`config.mk`:
```
export PLATFORM = sky130hd
export DESIGN_NAME = fpg_guard
export DESIGN_NICKNAME = d
export VERILOG_FILES = /design/src/rtl/fpg_pkg.sv /design/src/rtl/fpg_guard.sv /design/src/rtl/fpg_key_fsm.sv /design/src/rtl/fpg_access_check.sv
export VERILOG_INCLUDE_DIRS = /design/src /design/src/rtl
export SDC_FILE = /design/constraint.sdc
export NUM_CORES = 1
export LEC_CHECK = 0
export BUFFER_PORTS_ARGS = -buffer_cell sky130_fd_sc_hd__buf_2
export CELL_PAD_IN_SITES_DETAIL_PLACEMENT = 1
export CELL_PAD_IN_SITES_GLOBAL_PLACEMENT = 2
export CORE_ASPECT_RATIO = 0.9
export CORE_MARGIN = 8
export CORE_UTILIZATION = 31
export DETAILED_ROUTE_END_ITERATION = 8
export PLACE_DENSITY = 0.8
export REMOVE_ABC_BUFFERS = 1
export SYNTH_ARGS = -nofsm -noshare
export SYNTH_HDL_FRONTEND = slang
export SYNTH_SLANG_ARGS = --single-unit
```
`constraint.sdc`:
```
create_clock -name core_clk -period 3.1 [get_ports core_clk]
set_input_delay 0.62 -clock core_clk [delete_from_list [all_inputs] [get_ports core_clk]]
set_output_delay 0.62 -clock core_clk [all_outputs]
set_load 0.01 [all_outputs]
```
`src/rtl/fpg_defines.svh`:
```
`ifndef FPG_DEFINES_SVH
`define FPG_DEFINES_SVH

// Key codes, written in this order to arm one operation
`define FPG_KEY_FIRST   8'hA5
`define FPG_KEY_SECOND  8'hF1

// Page geometry: 512-byte pages
`define FPG_PAGE_LSB    9
`define FPG_PAGE_W      7
`define FPG_PAGE_OFS_W  9
`define FPG_PAGE_BASE   9'h000
`define FPG_ERASED_BYTE 8'hFF
`define FPG_ERASED_WORD 16'hFFFF

// Lock byte and its page, per flash size
`define FPG_LOCK_ADDR_64K 16'hFBFF
`define FPG_LOCK_ADDR_32K 16'h7FFF
`define FPG_LOCK_PAGE_64K 7'h7D
`define FPG_LOCK_PAGE_32K 7'h3F

// Timing
`define FPG_CLK_NS      100
`define FPG_PROG_NS     40000
`define FPG_ERASE_NS    20000000
`define FPG_CNT_W       18

`endif

```
`src/rtl/fpg_pkg.sv`:
```
package fpg_pkg;

	typedef enum logic [1:0] {
		FPG_KEY_LOCKED = 2'b00,
		FPG_KEY_HALF   = 2'b01,
		FPG_KEY_ARMED  = 2'b10,
		FPG_KEY_OUT    = 2'b11
	} fpg_key_t;

	typedef enum logic [1:0] {
		FPG_IDLE  = 2'b00,
		FPG_PROG  = 2'b01,
		FPG_ERASE = 2'b10
	} fpg_op_t;

	typedef enum logic [1:0] {
		FPG_DBG_RD  = 2'b00,
		FPG_DBG_WR  = 2'b01,
		FPG_DBG_ER  = 2'b10,
		FPG_DBG_DEV = 2'b11
	} fpg_dbg_t;

	typedef struct packed {
		fpg_key_t ks;
	} fpg_key_st_t;

	typedef struct packed {
		fpg_op_t       st;
		logic [17:0]   cnt;
		logic          lo_pend;
		logic [15:0]   lo_addr;
		logic [7:0]    lo_data;
		logic [15:0]   fl_addr;
		logic [15:0]   fl_wdata;
		logic          fl_prog;
		logic          fl_erase;
		logic          fl_mass;
		logic          dbg_grant;
		logic          dbg_deny;
		logic          err_rst;
		logic          err_pend;
		logic          err_flag;
	} fpg_main_t;

endpackage : fpg_pkg

```
`src/rtl/fpg_guard.sv`:
```
`timescale 1ns/1ps
`include "fpg_defines.svh"

// Behaviour
// programming only clears bits; erase sets them
// 512-byte pages; erase fills page with FF
// hardware times operations; core stalled meanwhile
// keys A5 then F1 arm one operation
// wrong key order or value locks out flash
// flash attempt without keys also locks out
// key relocks after each completed operation
// write-enable routes writes to flash; reads RAM
// program needs write enable; erase needs both
// erase write clears whole addressed page
// block select picks one or two bytes
// single-byte mode programs after every write
// block programs after odd address write only
// software writes even first, rekeys each byte
// software pads unchanged block byte with FF
// software keeps monitor on, sets read time
// ones complement of lock byte locks pages
// lock-byte page locked whenever any page is
// debug port denied locked pages, lock byte rules
// unlocked code denied locked and lock pages
// locked code reaches all but lock erase
// reserved or forbidden access forces error reset
// key register read shows key state
// flash error flag set after error reset
// page number from address bits nine upward
// lock-out persists until system reset
module fpg_guard import fpg_pkg::*; #(
	parameter bit FLASH_64K = 1'b1,
	parameter int PROG_CYC  = (`FPG_PROG_NS + `FPG_CLK_NS - 1)
		/ `FPG_CLK_NS,
	parameter int ERASE_CYC = (`FPG_ERASE_NS + `FPG_CLK_NS - 1)
		/ `FPG_CLK_NS
) (
	input  wire logic        core_clk,           // 10 MHz core clock
	input  wire logic        arst_n,             // Power-on reset
	input  wire logic        sys_reset,          // System reset pulse
	input  wire logic        key_wr,             // Key register write
	input  wire logic [7:0]  key_wdata,          // Key byte written
	output logic      [1:0]  key_state,          // Key register read
	input  wire logic        store_write_enable, // Writes go to flash
	input  wire logic        store_erase_enable, // Writes erase pages
	input  wire logic        block_write_select, // Two-byte blocks
	input  wire logic        xw_valid,           // External write
	input  wire logic [15:0] xw_addr,            // Its address
	input  wire logic [7:0]  xw_data,            // Its data
	input  wire logic        xr_valid,           // External read
	output logic             ram_wr_en,          // Write to data RAM
	output logic             ram_rd_en,          // Read from data RAM
	input  wire logic        cm_valid,           // Code read of flash
	input  wire logic [15:0] cm_addr,            // Its address
	input  wire logic [15:0] exec_pc,            // Running code address
	input  wire logic [7:0]  lock_byte,          // Stored lock byte
	input  wire logic [15:0] flash_cur_word,     // Word at xw_addr
	output logic             core_stall,         // Hold the core
	output logic             fl_prog,            // Program pulse
	output logic             fl_erase,           // Page or whole-array erase pulse
	output logic             fl_mass,            // Whole-array erase
	output logic             fl_busy,            // Operation running
	output logic      [15:0] fl_addr,            // Word or page address
	output logic      [15:0] fl_wdata,           // Word to program
	input  wire logic        dbg_valid,          // Debug port request
	input  wire logic [1:0]  dbg_op,             // Debug operation
	input  wire logic [15:0] dbg_addr,           // Debug address
	input  wire logic [7:0]  dbg_wdata,          // Debug data
	output logic             dbg_grant,          // Debug request ok
	output logic             dbg_deny,           // Debug request refused
	output logic             flash_err_rst,      // Request error reset
	output logic             flash_error_flag    // Last reset was error
);
	localparam logic [17:0] PROG_LAST  = 18'(PROG_CYC - 1);
	localparam logic [17:0] ERASE_LAST = 18'(ERASE_CYC - 1);
	localparam logic [6:0]  LOCK_PG    = FLASH_64K ?
		`FPG_LOCK_PAGE_64K : `FPG_LOCK_PAGE_32K;

	logic [1:0] rsync_q;
	logic       rst_n;

	always_ff @(posedge core_clk or negedge arst_n) begin
		if (!arst_n)
			rsync_q <= 2'b00;
		else
			rsync_q <= {rsync_q[0], 1'b1};
	end
	assign rst_n = rsync_q[1];

	fpg_main_t s_q;
	fpg_main_t s_d;

	logic armed;
	logic attempt;
	logic consume;
	logic fw_ok;
	logic cm_ok;
	logic dbg_ok;
	logic idle;
	logic flash_tgt;
	logic erase_req;
	logic dbg_rd;
	logic dbg_er;

	assign idle      = s_q.st == FPG_IDLE;
	assign flash_tgt = xw_valid && store_write_enable;
	assign erase_req = flash_tgt && store_erase_enable;
	assign dbg_rd    = dbg_op == FPG_DBG_RD;
	assign dbg_er    = dbg_op == FPG_DBG_ER;

	fpg_key_fsm u_key (
		.core_clk  (core_clk),
		.rst_n     (rst_n),
		.sys_reset (sys_reset),
		.key_wr    (key_wr),
		.key_wdata (key_wdata),
		.attempt   (attempt),
		.consume   (consume),
		.armed     (armed),
		.key_state (key_state)
	);

	fpg_access_check #(.FLASH_64K(FLASH_64K)) u_fw_chk (
		.lock_byte  (lock_byte),
		.from_debug (1'b0),
		.exec_pc    (exec_pc),
		.addr       (xw_addr),
		.op_rd      (1'b0),
		.op_er      (store_erase_enable),
		.op_wr      (!store_erase_enable),
		.wdata      (xw_data),
		.allow      (fw_ok)
	);

	fpg_access_check #(.FLASH_64K(FLASH_64K)) u_cm_chk (
		.lock_byte  (lock_byte),
		.from_debug (1'b0),
		.exec_pc    (exec_pc),
		.addr       (cm_addr),
		.op_rd      (1'b1),
		.op_er      (1'b0),
		.op_wr      (1'b0),
		.wdata      (`FPG_ERASED_BYTE),
		.allow      (cm_ok)
	);

	fpg_access_check #(.FLASH_64K(FLASH_64K)) u_dbg_chk (
		.lock_byte  (lock_byte),
		.from_debug (1'b1),
		.exec_pc    (exec_pc),
		.addr       (dbg_addr),
		.op_rd      (dbg_rd),
		.op_er      (dbg_er),
		.op_wr      (dbg_op == FPG_DBG_WR),
		.wdata      (dbg_wdata),
		.allow      (dbg_ok)
	);

	// A forbidden target never reaches the key, so it cannot lock out
	assign attempt = idle && flash_tgt && fw_ok && !armed;
	// Key is freed when an operation ends or an even byte is held
	assign consume = (s_q.st != FPG_IDLE && s_q.cnt == 18'h0) ||
		(idle && flash_tgt && fw_ok && armed && !erase_req &&
		block_write_select && !xw_addr[0]);

	assign ram_wr_en = xw_valid && !store_write_enable;
	assign ram_rd_en = xr_valid;

	always_comb begin
		logic [15:0] word;
		word = `FPG_ERASED_WORD;
		s_d = s_q;
		s_d.fl_prog   = 1'b0;
		s_d.fl_erase  = 1'b0;
		s_d.dbg_grant = 1'b0;
		s_d.dbg_deny  = 1'b0;
		s_d.err_rst   = 1'b0;
		case (s_q.st)
		FPG_IDLE: begin
			if (flash_tgt && !fw_ok) begin
				s_d.err_rst = 1'b1;
			end else if (flash_tgt && armed) begin
				if (erase_req) begin
					s_d.st       = FPG_ERASE;
					s_d.cnt      = ERASE_LAST;
					s_d.fl_erase = 1'b1;
					s_d.fl_mass  = 1'b0;
					s_d.fl_addr  = {xw_addr[15:`FPG_PAGE_LSB],
						`FPG_PAGE_BASE};
				end else if (block_write_select && !xw_addr[0]) begin
					s_d.lo_pend = 1'b1;
					s_d.lo_addr = xw_addr;
					s_d.lo_data = xw_data;
				end else begin
					// Unwritten lane stays FF so its cells keep their state
					if (xw_addr[0])
						word[15:8] = xw_data;
					else
						word[7:0] = xw_data;
					if (block_write_select && s_q.lo_pend &&
						s_q.lo_addr == {xw_addr[15:1], 1'b0})
						word[7:0] = s_q.lo_data;
					s_d.lo_pend  = 1'b0;
					s_d.st       = FPG_PROG;
					s_d.cnt      = PROG_LAST;
					s_d.fl_prog  = 1'b1;
					s_d.fl_addr  = {xw_addr[15:1], 1'b0};
					s_d.fl_wdata = word & flash_cur_word;
				end
			end else if (cm_valid && !cm_ok) begin
				s_d.err_rst = 1'b1;
			end else if (dbg_valid) begin
				if (dbg_op == FPG_DBG_DEV) begin
					s_d.st       = FPG_ERASE;
					s_d.cnt      = ERASE_LAST;
					s_d.fl_erase = 1'b1;
					s_d.fl_mass  = 1'b1;
					s_d.dbg_grant = 1'b1;
				end else begin
					s_d.dbg_grant = dbg_ok;
					s_d.dbg_deny  = !dbg_ok;
				end
			end
		end
		FPG_PROG, FPG_ERASE: begin
			if (dbg_valid)
				s_d.dbg_deny = 1'b1;
			if (s_q.cnt == 18'h0)
				s_d.st = FPG_IDLE;
			else
				s_d.cnt = s_q.cnt - 18'h1;
		end
		default: s_d.st = FPG_IDLE;
		endcase
		if (s_d.err_rst)
			s_d.err_pend = 1'b1;
		// The flag outlives the system reset it caused
		if (sys_reset) begin
			s_d.err_flag = s_q.err_pend;
			s_d.err_pend = s_d.err_rst;
			s_d.lo_pend  = 1'b0;
		end
	end

	always_ff @(posedge core_clk or negedge rst_n) begin
		if (!rst_n)
			s_q <= '0;
		else
			s_q <= s_d;
	end

	assign core_stall       = !idle;
	assign fl_busy          = !idle;
	assign fl_prog          = s_q.fl_prog;
	assign fl_erase         = s_q.fl_erase;
	assign fl_mass          = s_q.fl_mass;
	assign fl_addr          = s_q.fl_addr;
	assign fl_wdata         = s_q.fl_wdata;
	assign dbg_grant        = s_q.dbg_grant;
	assign dbg_deny         = s_q.dbg_deny;
	assign flash_err_rst    = s_q.err_rst;
	assign flash_error_flag = s_q.err_flag;
endmodule : fpg_guard

```
`src/rtl/fpg_key_fsm.sv`:
```
`timescale 1ns/1ps
`include "fpg_defines.svh"

module fpg_key_fsm import fpg_pkg::*; (
	input  wire logic       core_clk,   // Core clock
	input  wire logic       rst_n,      // Synchronised reset
	input  wire logic       sys_reset,  // System reset pulse
	input  wire logic       key_wr,     // Key register write
	input  wire logic [7:0] key_wdata,  // Key byte
	input  wire logic       attempt,    // Flash write or erase tried
	input  wire logic       consume,    // Operation used the key
	output logic            armed,      // One operation allowed
	output logic [1:0]      key_state   // Readback of key state
);
	fpg_key_st_t s_q;
	fpg_key_st_t s_d;

	always_comb begin
		s_d = s_q;
		case (s_q.ks)
		FPG_KEY_LOCKED: begin
			if (attempt)
				s_d.ks = FPG_KEY_OUT;
			else if (key_wr)
				s_d.ks = (key_wdata == `FPG_KEY_FIRST) ?
					FPG_KEY_HALF : FPG_KEY_OUT;
		end
		FPG_KEY_HALF: begin
			if (attempt)
				s_d.ks = FPG_KEY_OUT;
			else if (key_wr)
				s_d.ks = (key_wdata == `FPG_KEY_SECOND) ?
					FPG_KEY_ARMED : FPG_KEY_OUT;
		end
		FPG_KEY_ARMED: begin
			// A third key write before using the key is out of order
			if (key_wr)
				s_d.ks = FPG_KEY_OUT;
			else if (consume)
				s_d.ks = FPG_KEY_LOCKED;
		end
		FPG_KEY_OUT: s_d.ks = FPG_KEY_OUT;
		default: s_d.ks = FPG_KEY_OUT;
		endcase
		if (sys_reset)
			s_d.ks = FPG_KEY_LOCKED;
	end

	always_ff @(posedge core_clk or negedge rst_n) begin
		if (!rst_n)
			s_q <= '{ks: FPG_KEY_LOCKED};
		else
			s_q <= s_d;
	end

	assign armed     = (s_q.ks == FPG_KEY_ARMED);
	assign key_state = s_q.ks;
endmodule : fpg_key_fsm

```
`src/rtl/fpg_access_check.sv`:
```
`timescale 1ns/1ps
`include "fpg_defines.svh"

module fpg_access_check import fpg_pkg::*; #(
	parameter bit FLASH_64K = 1'b1
) (
	input  wire logic [7:0]  lock_byte,   // Current lock byte value
	input  wire logic        from_debug,  // Request from debug port
	input  wire logic [15:0] exec_pc,     // Address of running code
	input  wire logic [15:0] addr,        // Target address
	input  wire logic        op_rd,       // Read
	input  wire logic        op_er,       // Erase
	input  wire logic        op_wr,       // Program
	input  wire logic [7:0]  wdata,       // Data to program
	output logic             allow        // Access permitted
);
	localparam logic [15:0] LOCK_ADDR = FLASH_64K ?
		`FPG_LOCK_ADDR_64K : `FPG_LOCK_ADDR_32K;
	localparam logic [6:0] LOCK_PAGE = FLASH_64K ?
		`FPG_LOCK_PAGE_64K : `FPG_LOCK_PAGE_32K;

	function automatic logic [6:0] page_of(input logic [15:0] a);
		page_of = a[`FPG_PAGE_LSB +: `FPG_PAGE_W];
	endfunction : page_of

	// n locked pages from page 0, plus the lock page when n > 0
	function automatic logic is_locked(input logic [6:0] pg,
		input logic [7:0] lb);
		logic [7:0] n;
		n = ~lb;
		is_locked = ({1'b0, pg} < n) ||
			(pg == LOCK_PAGE && n != 8'h00);
	endfunction : is_locked

	logic reserved;
	logic lock_pg;
	logic tgt_lock;
	logic code_lock;
	logic lock_adr;
	logic lock_tighten;

	assign reserved  = addr > LOCK_ADDR;
	assign lock_pg   = page_of(addr) == LOCK_PAGE;
	assign lock_adr  = addr == LOCK_ADDR;
	assign tgt_lock  = is_locked(page_of(addr), lock_byte);
	assign code_lock = is_locked(page_of(exec_pc), lock_byte);
	// Programming only clears bits, so any cleared bit would lock more
	assign lock_tighten = op_wr && lock_adr &&
		((lock_byte & ~wdata) != 8'h00);

	always_comb begin
		allow = !reserved && !lock_tighten;
		if (from_debug)
			allow = allow && (!tgt_lock || (op_rd && lock_adr));
		else
			allow = allow && !(op_er && lock_pg) &&
				(!tgt_lock || code_lock || (op_rd && lock_adr));
	end

endmodule : fpg_access_check

```
; ---- After elaboration in Yosys (flattened, before gate mapping)
; Index checks and enable logic that the tools add are counted.
[word_totals]
register_bits = 89
latchBits = 0
mem_bits_rw = 0
mem_bits_ro = 0
input_bits = 125
output_inout_bits = 45
wordCells = 207
memories = 0
[op_classes]
addsub = 1
n_mul = 0
div_mod_pow = 0
order_cmp = 7
n_eq_ne = 32
shift = 0
n_mux = 58
bitwise_logic = 9
reduce_logical = 83
[op_table]
columns = operator, n
row1 = 2-to-1 mux 20 bit, 6
row2 = 2-to-1 mux 8 bit, 13
row3 = 2-to-1 mux 82 bit, 1
row4 = 2-to-1 mux 61 bit, 1
row5 = 2-to-1 mux 58 bit, 1
row6 = equality test 16 bit (second input constant), 3
row7 = greater-than comparator 16 bit (second input constant), 3
row8 = one-hot mux 18 bit (2 select lines), 1
row9 = logical AND 1 bit, 33
row10 = 2-to-1 mux 33 bit, 1
row11 = < comparator 7 x 8 -> 1 bit, 4
row12 = equality test 7 bit (second input constant), 4
row13 = 2-to-1 mux 2 bit, 13
row14 = 2-to-1 mux 25 bit, 1
row15 = 2-to-1 mux 24 bit, 1
row16 = inverter 8 bit, 3
row17 = nonzero test 8 bit, 3
row18 = zero test 1 bit, 18
row19 = zero test 18 bit, 1
row20 = 2-to-1 mux 18 bit, 1
row21 = subtractor 18 x 1 -> 18 bit (second input constant), 1
row22 = 2-to-1 mux 17 bit, 1
row23 = bitwise AND 16 bit, 1
row24 = bitwise AND 8 bit, 2
row25 = 27 further kinds, 73

; ---- Longest topological paths before layout
; Gate-level depths: netlist (run 1).
[logic_depth]
depth_word = 19
depth_mapped = 11
mapped_depth_nobuf = 10

; ---- Cells and area by module
; A second synthesis (run 1) with hierarchy kept.
[unflattened]
hier_cells = 632
hier_area_um2 = 5952.0
[modules_own_cells]
columns = module, instances, cells_per_inst, area_each_um2, seq_area_each_um2
row1 = fpg_guard, 1, 422, 4454.3, 2152.1
row2 = fpg_access_check, 3, 65, 446.7, 0.0
row3 = fpg_key_fsm, 1, 15, 157.7, 50.0

; ---- Worst setup path before layout (run 1)
; No wires, ideal clock.
[synth_timing]
kind = input port to flip-flop
start = input port exec_pc[14]
end = register s_q[45] (netlist bit)
setup_ns = 0.125
arrival_ns = 2.770
required_ns = 2.975
path_slack_ns = 0.205
cell_stages = 10
path_buffers = 2
path_cell_list = ha_1 a21o_1 a221oi_1 a221o_1 a21oi_2 nor4_4 and4_1 buf_2 buf_6 mux2_2
[synth_between]
elab_chain_cells = 9
elab_cells_between_ends = 10
classes_between = 1 x order compare / 1 x eq/ne / 1 x bitwise / 7 x reduce/logical
[synth_lines]
columns = item, line_no
row1 = from (decl), fpg_guard.sv:55  ; input wire logic [15:0] exec_pc,
row2 = "parallel branches: the longest is 2 deep, another holds < comparator 7 x 8 -> 1 bit", --
row3 = logical OR 1 bit *, fpg_access_check.sv:31  ; is_locked = ({1'b0, pg} < n) ||
row4 = logical OR 1 bit *, fpg_access_check.sv:57  ; (!tgt_lock || code_lock || (op_rd && lock_adr));
row5 = logical AND 1 bit *, fpg_access_check.sv:56  ; allow = allow && !(op_er && lock_pg) &&
row6 = zero test 1 bit *, fpg_guard.sv:180  ; if (flash_tgt && !fw_ok) begin
row7 = logical AND 1 bit *, fpg_guard.sv:180
row8 = inverter 1 bit (no source line) *, --
row9 = AND reduction 5 bit (no source line) *, --
row10 = to (signal assigned), fpg_guard.sv:247  ; s_q <= '0;
row11 = to (signal assigned), fpg_guard.sv:249  ; s_q <= s_d;
row12 = to (decl), fpg_guard.sv:90  ; fpg_main_t s_q;
; Every way passes the cells marked *.
; A chain may end at the register's enable or synchronous reset.

==> summary.txt, run 1 <==
Clock tree
  • CTS buffer count: 9
  • Worst-skew pair later-pin latency: around 360 ps
  • H-Tree Depth: 3
  • Cts repair resizes: 0
  • Max Buffers Root-to-Sink: 2
  • Setup bufs post-CTS: 0
  • CTS tree: built
  • CTS sink cnt: 88
  • Hold-fix buffers, CTS: 0
  • Clk root buf: clkbuf_16
  • Clk pin slew, worst setup/hold paths: 70 ps

Final layout
  • Area delta synth->final: 25.51%
  • Layout cells sized above 1: between 30% and 40%
  • Most common cell after layout, fill and taps aside: buf_2
  • Final nets: approximately 880
  • Final Util: roughly two fifths
  • Commonest cells after routing, fill and taps aside: buf_2, dfrtp_1, nand2_1
  • Final Cell Area: 6771 sq um
  • Fillers: 1987
  • Layout Cells excl Fill: around 960

Global route
  • Remaining Overflow, GRT: 0
  • Initial antenna violation count: 2
  • Grt met2 use: 27.81%
  • Largest net degree at the start of global routing: 44
  • First-pass GRT wire length: approximately 30000 um
  • Vias in the first global route: approximately 5.5k
  • Grt met3 use: under 10%
  • Met1 GRT Util: 21.62%
  • GRT Total Usage: 17.10%
  • GRT busiest layer: met2

Hold path
  • HP Class: input pin to async pin

Timing
  • Endpoints failing setup: 0
  • Worst slew pin tran: roughly 600 ps
  • Min cycle time layout: between 2000 and 3000 ps
  • RSZ-0062 raised after global routing: no
  • Max-slew violation count: 0
  • Setup ws final: between 200 and 300 ps
  • Max Clk Rate: 352.5 MHz
  • Max-slew headroom: about 60%
  • Hold Slack: around 35 ps
  • Clk_skew: roughly 8.5 ps
  • Setup_tns: 0 ps
  • Final hold vios: 0
  • Crit share post-route: 91.50%

Floorplan
  • Die Footprint: between 20000 and 25000 sq um
  • Initial Utilization: about a third
  • Die W: 155.1 um
  • Cell row count: 45
  • Die height: 141.2 um
  • I/O pin count: 170
  • Total core area: between 15000 and 20000 sq um

Detailed routing
  • Routed Wire Length: approximately 18000 um
  • Routed vias/inst: ~5
  • Remaining antenna violation count after routing: 0
  • DRT iter0 DRCs: roughly 250
  • First-pass DRT Iterations: 4
  • Vias post-DR: just under 5k
  • DRC Markers: 0
  • Avg WL per Cell: between 15 and 20 um

Yosys
  • Post-synth top flop: dfrtp_1
  • Post-Syn Instances: between 500 and 600
  • Synth cell types: 65
  • Post-synth ARST share: between 90% and 100%
  • Mean post-synth cell area: 9.583 sq um
  • Synth Warn #: 0
  • Post-synth EDFFs: 0
  • Yosys reg bits: 88
  • Post-Syn Area: 5395 sq um
  • Register area share after synthesis: 40.82%

Power and ir drop
  • Overall Power: around 4.5 mW
  • Clock power share: 24.2%
  • Comb power frac: between 30% and 40%
  • Internal cell power: roughly 2.8 mW
  • Worst vdd ir: around 320 uV
  • Pleak: ~3.3 nW
  • PwrDens: between 600 and 700 nW/um^2
  • Psw: about 1.7 mW
  • Switching share of power: between 30% and 40%
  • Flop pwr share: 38.4%

Critical path
  • Startpoint types: input pin
  • Worst path max stage delay: about 560 ps
  • Slowest-stage cell, CP: or4_1
  • Crit Path Class: input pin to flop
  • Cell repeated most along the worst path: a21o_1
  • CP Capture Type: flop
  • CP required: 3360 ps
  • Crit-path cells: buf_2, ha_1, a21o_1, a21o_1, a21o_1, o221ai_1, a21oi_1, or3b_2, or4_1, a21oi_1
  • Arrival @ worst endpoint: 3090 ps
  • Max FO, Critical Path: 6

Placement
  • DP Wirelength: between 10000 and 15000 um
  • Placed cell count: about 950
  • Placer congestion estimate: between 0.8 and 0.9
  • Port Buf Inserts: approximately 160
  • Pre-CTS setup slack: -132.2 ps
  • Dpl cell area: between 6000 and 7000 sq um

Job
  • Maxcap violations: 0

Run status
  • Status: complete, no violations
==> critical path, delay by kind of cell <==
family	cells	cell delay [ps]
compound gates	6	980
fa+ha+maj	1	320
buf+inv	1	150
simple gates	2	1020
==> cells by family (layout without fill, tap and decap cells) <==
| family | after synthesis | count (layout) | synth area share, % |
|---|---|---|---|
| AOI/OAI and AO/OA | 143 | 143 | 17.86 |
| and+or+nand+nor | 180 | 180 | 16.93 |
| other | 2 | 3 | 0.1392 |
| xor gates and xnor gates | 15 | 15 | 2.435 |
| DFF | 88 | 88 | 40.82 |
| muxes | 37 | 37 | 7.676 |
| adders and majority gates | 27 | 27 | 6.262 |
| buffers and inverters | 71 | 236 | 7.885 |
==> state kept, by name (all words and copies together), names as in the netlist <==
| name | flops |
|---|---|
| u_key.key_state | 2 |
| flash_err_rst | 1 |
| fl_prog | 1 |
| dbg_deny | 1 |
| rsync_q | 2 |
| flash_error_flag | 1 |
| fl_mass | 1 |
| dbg_grant | 1 |
| fl_wdata | 16 |
| fl_erase | 1 |
| fl_addr | 15 |
| s_q | 46 |
==> synthesized netlist by cell type (5+ instances only) <==
master	count	area, sq um
nand3_1	14	70.07
nand2_1	64	240.2
buf_4	35	262.8
clkbuf_1	10	37.54
o22a_1	9	78.83
xor2_1	10	87.58
xnor2_1	5	43.79
o31ai_1	7	52.55
ha_1	27	337.8
a21o_1	8	60.06
dfrtp_1	88	2202
mux2_2	32	360.4
nand4b_1	5	43.79
a21oi_1	19	95.09
nand4_1	13	81.33
nor3_1	11	55.05
o2111ai_1	9	78.83
o22ai_1	10	62.56
nor4_1	6	37.54
inv_1	18	67.56
a31oi_1	10	62.56
a22o_1	8	70.07
o21ai_0	43	215.2
nor2_1	34	127.6
==> area by class of cell <==
cell class | count | area (sq um) | share of cell area [%]
Clock buffer | 10 | 239.0 | 3.529
Multi-Input combinational cell | 404 | 2768 | 40.87
Inverter | 19 | 71.32 | 1.053
Tap cell | 235 | 294.0 | 4.342
Timing Repair Buffer | 201 | 1141 | 16.85
Sequential cell | 88 | 2206 | 32.58
Clock inverter | 6 | 50.05 | 0.7391
Antenna cell | 1 | 2.502 | 0.03695
==> worst paths after layout <==
path / startpoint / end / slack (ps) / cells past startpoint
max in group asynchronous: rsync_q[1] / s_q[41] / 1970 / 1
max reg2reg: s_q[79] / s_q[65] / 290 / 7
min in group core_clk: rsync_q[0] / rsync_q[1] / 350 / 0
min reg2reg: rsync_q[1] / u_key.key_state[0] / 340 / 0
min: arst_n / rsync_q[1] / 40 / 1
max: lock_byte[4] / dbg_deny / 260 / 10
==> power groups by stage <==
stage | Sequential (mW) | Combinational (mW) | Clock [mW]
after floorplan | 1.79 | 0.838 | 0
after global placement | 1.71 | 1.60 | 0
after detailed placement | 1.74 | 1.68 | 0
after CTS | 1.71 | 1.69 | 1.11
after global routing | 1.76 | 1.85 | 1.15
final | 1.71 | 1.67 | 1.08
==> metal layers <==
layer / share of wire, % / up-vias / wire, um
li1: - / 2361 / -
met1: 46 / 2458 / 8538
met2: 46 / 124 / 8500
met3: 6.1 / 14 / 1120
met4: 0.97 / 4 / 178
met5: 0.14 / - / 26
Power figures use the tool's default switching activity.
==> inputs of run 2 (changes only) <==
- BUFFER_PORTS_ARGS: -buffer_cell sky130_fd_sc_hd__buf_2 -> default
- CORE_UTILIZATION: 31 -> 38
- DONT_BUFFER_PORTS: default -> 1
- PLACE_DENSITY: 0.8 -> 0.79
==> summary.txt, run 2 (synthesized netlist as in run 1, its figures left out) <==
Floorplan
  • Die W: roughly 140 um
  • Initial Utilization: just under 40%
  • Cell row count: 41
  • Total core area: 13950 sq um
  • Die height: ~130 um
  • I/O pin count: 170
  • Die Footprint: around 18000 sq um

Final layout
  • Final Cell Area: between 5000 and 6000 sq um
  • Diode count: 0
  • Commonest cells after routing, fill and taps aside: dfrtp_1, nand2_1, o21ai_0
  • Area delta synth->final: 6.494%
  • Final nets: roughly 690
  • Max reg flops: 46
  • Fillers: approximately 1.6k
  • Most common cell after layout, fill and taps aside: dfrtp_1
  • Final Util: around 41%
  • Biggest register: s_q
  • Layout cells sized above 1: around 14%

Placement
  • Dpl cell area: approximately 5400 sq um
  • Placer congestion estimate: about 0.78
  • Port Buf Inserts: 0
  • DP Wirelength: around 13000 um

Clock tree
  • Cts repair resizes: 0
  • Worst-skew pair later-pin latency: around 340 ps
  • CTS buffer count: 9
  • Clk root buf: clkbuf_16
  • CTS sink cnt: 88
  • CTS tree: built
  • Clk pin slew, worst setup/hold paths: 60 ps
  • H-Tree Depth: 3
  • Setup bufs post-CTS: 0
  • Max Buffers Root-to-Sink: 2

Critical path
  • Crit-path cells: ha_1, a21o_1, a221oi_1, a221o_1, a21oi_2, nor4_4, and4_1, buf_12, mux2_2
  • Reg2Reg Launch Point: s_q[65]
  • Arrival @ worst endpoint: ~3000 ps
  • Worst path max stage delay: between 300 and 400 ps
  • Worst reg2reg path endpoint: s_q[67]
  • CP required: between 3000 and 4000 ps
  • Slowest-stage cell, CP: mux2_2
  • CP Capture Type: flop
  • Register-to-register setup slack: around 400 ps
  • Max FO, Critical Path: 24
  • Startpoint types: input pin
  • Crit Path Class: input pin to flop
  • Reg2Reg Depth: 11

Power and ir drop
  • Worst vdd ir: 293.1 uV
  • Pleak: about 2.5 nW
  • PwrDens: 721.7 nW/um^2

Timing
  • Max-slew violation count: 0
  • Min cycle time layout: approximately 2700 ps
  • Clk_skew: 7.166 ps
  • Max Clk Rate: ~360 MHz
  • Final hold vios: 0
  • Crit share post-route: about 89%
  • Max-slew headroom: a little over two fifths
  • Endpoints failing setup: 0
  • RSZ-0062 raised after global routing: no
  • Setup_tns: 0 ps
  • Worst slew pin tran: 851.5 ps

Hold path
  • HP Class: input pin to flop
  • Hold path endpoint: s_q[64]
  • Worst hold start: sys_reset
  • Hold depth: 1

Global route
  • Largest net degree at the start of global routing: 60
  • Initial antenna violation count: 0
  • Remaining Overflow, GRT: 0
  • Vias in the first global route: 4591
  • GRT Total Usage: a little under a fifth
  • First-pass GRT wire length: between 20000 and 30000 um

Job
  • Maxcap violations: 0

Detailed routing
  • Routed Wire Length: between 15000 and 20000 um
  • Avg WL per Cell: ~22 um
  • Routed vias/inst: a little under 6
  • DRT iter0 DRCs: 178
  • DRC Markers: 0
  • Vias post-DR: 4282
  • Remaining antenna violation count after routing: 0
  • First-pass DRT Iterations: 4

Run status
  • Status: complete, no violations
[run 2: changes by cell type in the layout (fill, tap and decap cells not counted), sizes merged]
cell	change
clkbuf	-1
bufinv	+1
clkinvlp	-3
dlygate4sd3	+1
inv	-1
buf	-182
diode	-1
clkinv	+3
[run 2: how the worst max path moves through the flow]
stage / start / to / slack (ps)
after detailed placement: exec_pc[14] / s_q[56] / 20
final: exec_pc[14] / s_q[60] / 350
after CTS: s_q[65] / s_q[67] / 340
after floorplan: lock_byte[2] / s_q[65] / -90
after global routing: s_q[65] / s_q[75] / 110
after global placement: exec_pc[14] / s_q[55] / 50
[run 2: layer usage]
layer  wire, um  up-vias  part of all wire (%)  track usage (%)
li1           -     1990                     -                -
met1       7368     2131                    45            23.30
met2       7471      146                    46            29.31
met3       1244       15                   7.6            5.000
met4        220        0                   1.3            5.868
met5          0        -                     0                0
[run 2: where the power goes]
group          leakage (nW)  internal, mW  switching, mW
registers              1.12          1.48          0.396
clock network         0.142         0.625          0.473
logic                  1.28         0.517          0.659
total                  2.55          2.62           1.53
[run 2: worst max-delay path, delay by kind of cell]
kind            cells  cell delay (ps)
compound gates      4              840
mux                 1              360
buf+inv             1              200
fa+ha+maj           1              280
simple gates        2              650
[run 2: area by class of cell]
class / instances / area [sq um] / share of cell area (%)
clock buffers: 9 / 225.2 / 3.920
clock inverters: 6 / 68.82 / 1.198
inverters: 19 / 71.32 / 1.241
multi-input cells: 404 / 2768 / 48.17
flip-flops and latches: 88 / 2206 / 38.39
well taps: 193 / 241.5 / 4.203
repair buffers: 20 / 165.2 / 2.875
[run 2: metrics by stage]
| stage | worst slack, ps | cells | hold slack (ps) | total power, mW |
|---|---|---|---|---|
| 4_1_cts | 344.0 | 739 | 321.1 | 4.200 |
| 5_1_grt | 111.2 | 739 | 326.6 | 4.434 |
| 2_1_floorplan | -92.06 | 511 | 324.4 | 2.623 |
| 6_report | 353.3 | 739 | 339.5 | 4.147 |
| 3_5_place_dp | 22.34 | 723 | 324.5 | 3.078 |
| 3_3_place_gp | 45.21 | 723 | 324.5 | 2.987 |
[run 2: repair_timing]
| action | in CTS | in global routing |
|---|---|---|
| endpoints found under the setup margin | 0 | 0 |
| endpoints found under the hold margin | 2 | 0 |
| hold buffers | 1 | 0 |
==> inputs of run 3 (changes only) <==
- CORE_UTILIZATION: 38 -> 41
- PLACE_DENSITY: 0.79 -> 0.84
- clock period: 3.1 -> 3.2 ns (I/O delays scaled with it)
==> summary.txt, run 3 (synthesized netlist as in run 1, its figures left out) <==
Timing
  • Max-slew headroom: between 50% and 60%
  • Max Clk Rate: between 300 and 400 MHz
  • Hold Slack: ~330 ps
  • Setup_tns: 0 ps
  • Setup ws final: ~290 ps
  • Final hold vios: 0
  • RSZ-0062 raised after global routing: no
  • Crit share post-route: a little over 90%
  • Worst slew pin tran: between 600 and 700 ps
  • Endpoints failing setup: 0
  • Min cycle time layout: just under 3000 ps
  • Clk_skew: approximately 8.7 ps
  • Max-slew violation count: 0

Floorplan
  • I/O pin count: 170
  • Total core area: 12780 sq um
  • Die height: 124.8 um
  • Die Footprint: ~17000 sq um
  • Cell row count: 39
  • Die W: 136.9 um
  • Initial Utilization: 42.20%

Power and ir drop
  • Flop pwr share: 43.6%
  • Psw: about 1.5 mW
  • Worst vdd ir: about 360 uV
  • Clock power share: around 28%
  • Switching share of power: 36.24%
  • Pleak: ~2.6 nW
  • Internal cell power: 2.639 mW
  • Comb power frac: between 20 and 30%
  • PwrDens: roughly 720 nW/um^2

Clock tree
  • Max Buffers Root-to-Sink: 2
  • CTS buffer count: 9
  • H-Tree Depth: 3
  • CTS tree: built
  • Clk root buf: clkbuf_16
  • Worst-skew pair later-pin latency: between 300 and 400 ps
  • Cts repair resizes: 0
  • Setup bufs post-CTS: 0
  • CTS sink cnt: 88
  • Clk pin slew, worst setup/hold paths: 70 ps

Global route
  • Initial antenna violation count: 0
  • Largest net degree at the start of global routing: 40
  • Remaining Overflow, GRT: 0
  • Vias in the first global route: roughly 4.8k
  • First-pass GRT wire length: about 26000 um
  • GRT Total Usage: a little under a fifth

Final layout
  • Commonest cells after routing, fill and taps aside: dfrtp_1, nand2_1, o21ai_0
  • Layout Cells excl Fill: 710
  • Area delta synth->final: 6.494%
  • Final Util: between 40 and 50%
  • Fillers: roughly 1.5k
  • Most common cell after layout, fill and taps aside: dfrtp_1
  • Final nets: just under 700
  • Diode count: 0
  • Layout cells sized above 1: 14.47%
  • Max reg flops: 46
  • Biggest register: s_q

Placement
  • Placer congestion estimate: slightly below 0.8
  • Pre-CTS setup slack: -7.195 ps
  • DP Wirelength: ~13000 um
  • Placed cell count: just under 700
  • Port Buf Inserts: 0

Critical path
  • Reg2Reg Launch Point: s_q[65]
  • Arrival @ worst endpoint: 3190 ps
  • Reg2Reg Depth: 9
  • Critical path origin: lock_byte[2]
  • Max FO, Critical Path: 17
  • CP Capture Type: flop
  • CP required: about 3500 ps
  • Crit Path Class: input pin to flop
  • Startpoint types: input pin

Detailed routing
  • Remaining antenna violation count after routing: 0
  • First-pass DRT Iterations: 4
  • DRC Markers: 0
  • Routed Wire Length: between 15000 and 20000 um
  • Avg WL per Cell: ~23 um
  • DRT iter0 DRCs: roughly 170
  • Routed vias/inst: a little over 6
  • Vias post-DR: roughly 4.3k

Job
  • Maxcap violations: 0

Run status
  • Status: complete, no violations

Hold path
  • HP Class: flop to async pin
==> run 3: worst paths after layout <==
kind | end | slack (ps)
min | dbg_grant | 330
max reg2reg | s_q[65] | 430
min reg2reg | dbg_grant | 330
min in group core_clk | s_q[64] | 360
max in group asynchronous | fl_addr[3] | 2100
max | fl_wdata[5] | 290
==> run 3: area by class of cell <==
class	count	area, sq um	share of cell area (%)
clock inverters	7	112.6	1.960
flip-flops and latches	88	2206	38.39
multi-input cells	404	2768	48.17
inverters	19	71.32	1.241
clock buffers	9	225.2	3.920
well taps	164	205.2	3.571
repair buffers	19	157.7	2.744
==> run 3: what timing repair did <==
action | in CTS | in global routing
hold endpoints to repair | 2 | 0
hold buffers | 1 | 0
endpoints found under the setup margin | 0 | 0
==> run 3: power groups by stage <==
stage	logic, mW	clock network [mW]	registers (mW)
2_1_floorplan	0.812	0	1.73
3_3_place_gp	1.09	0	1.81
3_5_place_dp	1.15	0	1.83
4_1_cts	1.16	1.21	1.81
5_1_grt	1.30	1.25	1.86
6_report	1.15	1.18	1.81
==> run 3: stage by stage <==
step / area, sq um / power (mW)
5_1_grt: 5746 / 4.406
6_report: 5746 / 4.139
4_1_cts: 5746 / 4.186
3_3_place_gp: 5398 / 2.897
3_5_place_dp: 5398 / 2.983
2_1_floorplan: 5041 / 2.541
==> run 3: metal layers <==
metal	share of wire (%)	GRT usage, %	up-vias
li1	-	-	1994
met1	43	24.53	2181
met2	47	30.82	150
met3	7.9	5.242	16
met4	1.3	5.045	0
met5	0	0	-
==> run 3: worst max-delay path, stage by stage <==
cell	delay, ps
inv_1	80
o22ai_1	90
o41ai_1	660
a21oi_1	290
nor4_4	430
nand3_1	320
inv_2	390
o2111ai_1	190
nand2_1	100
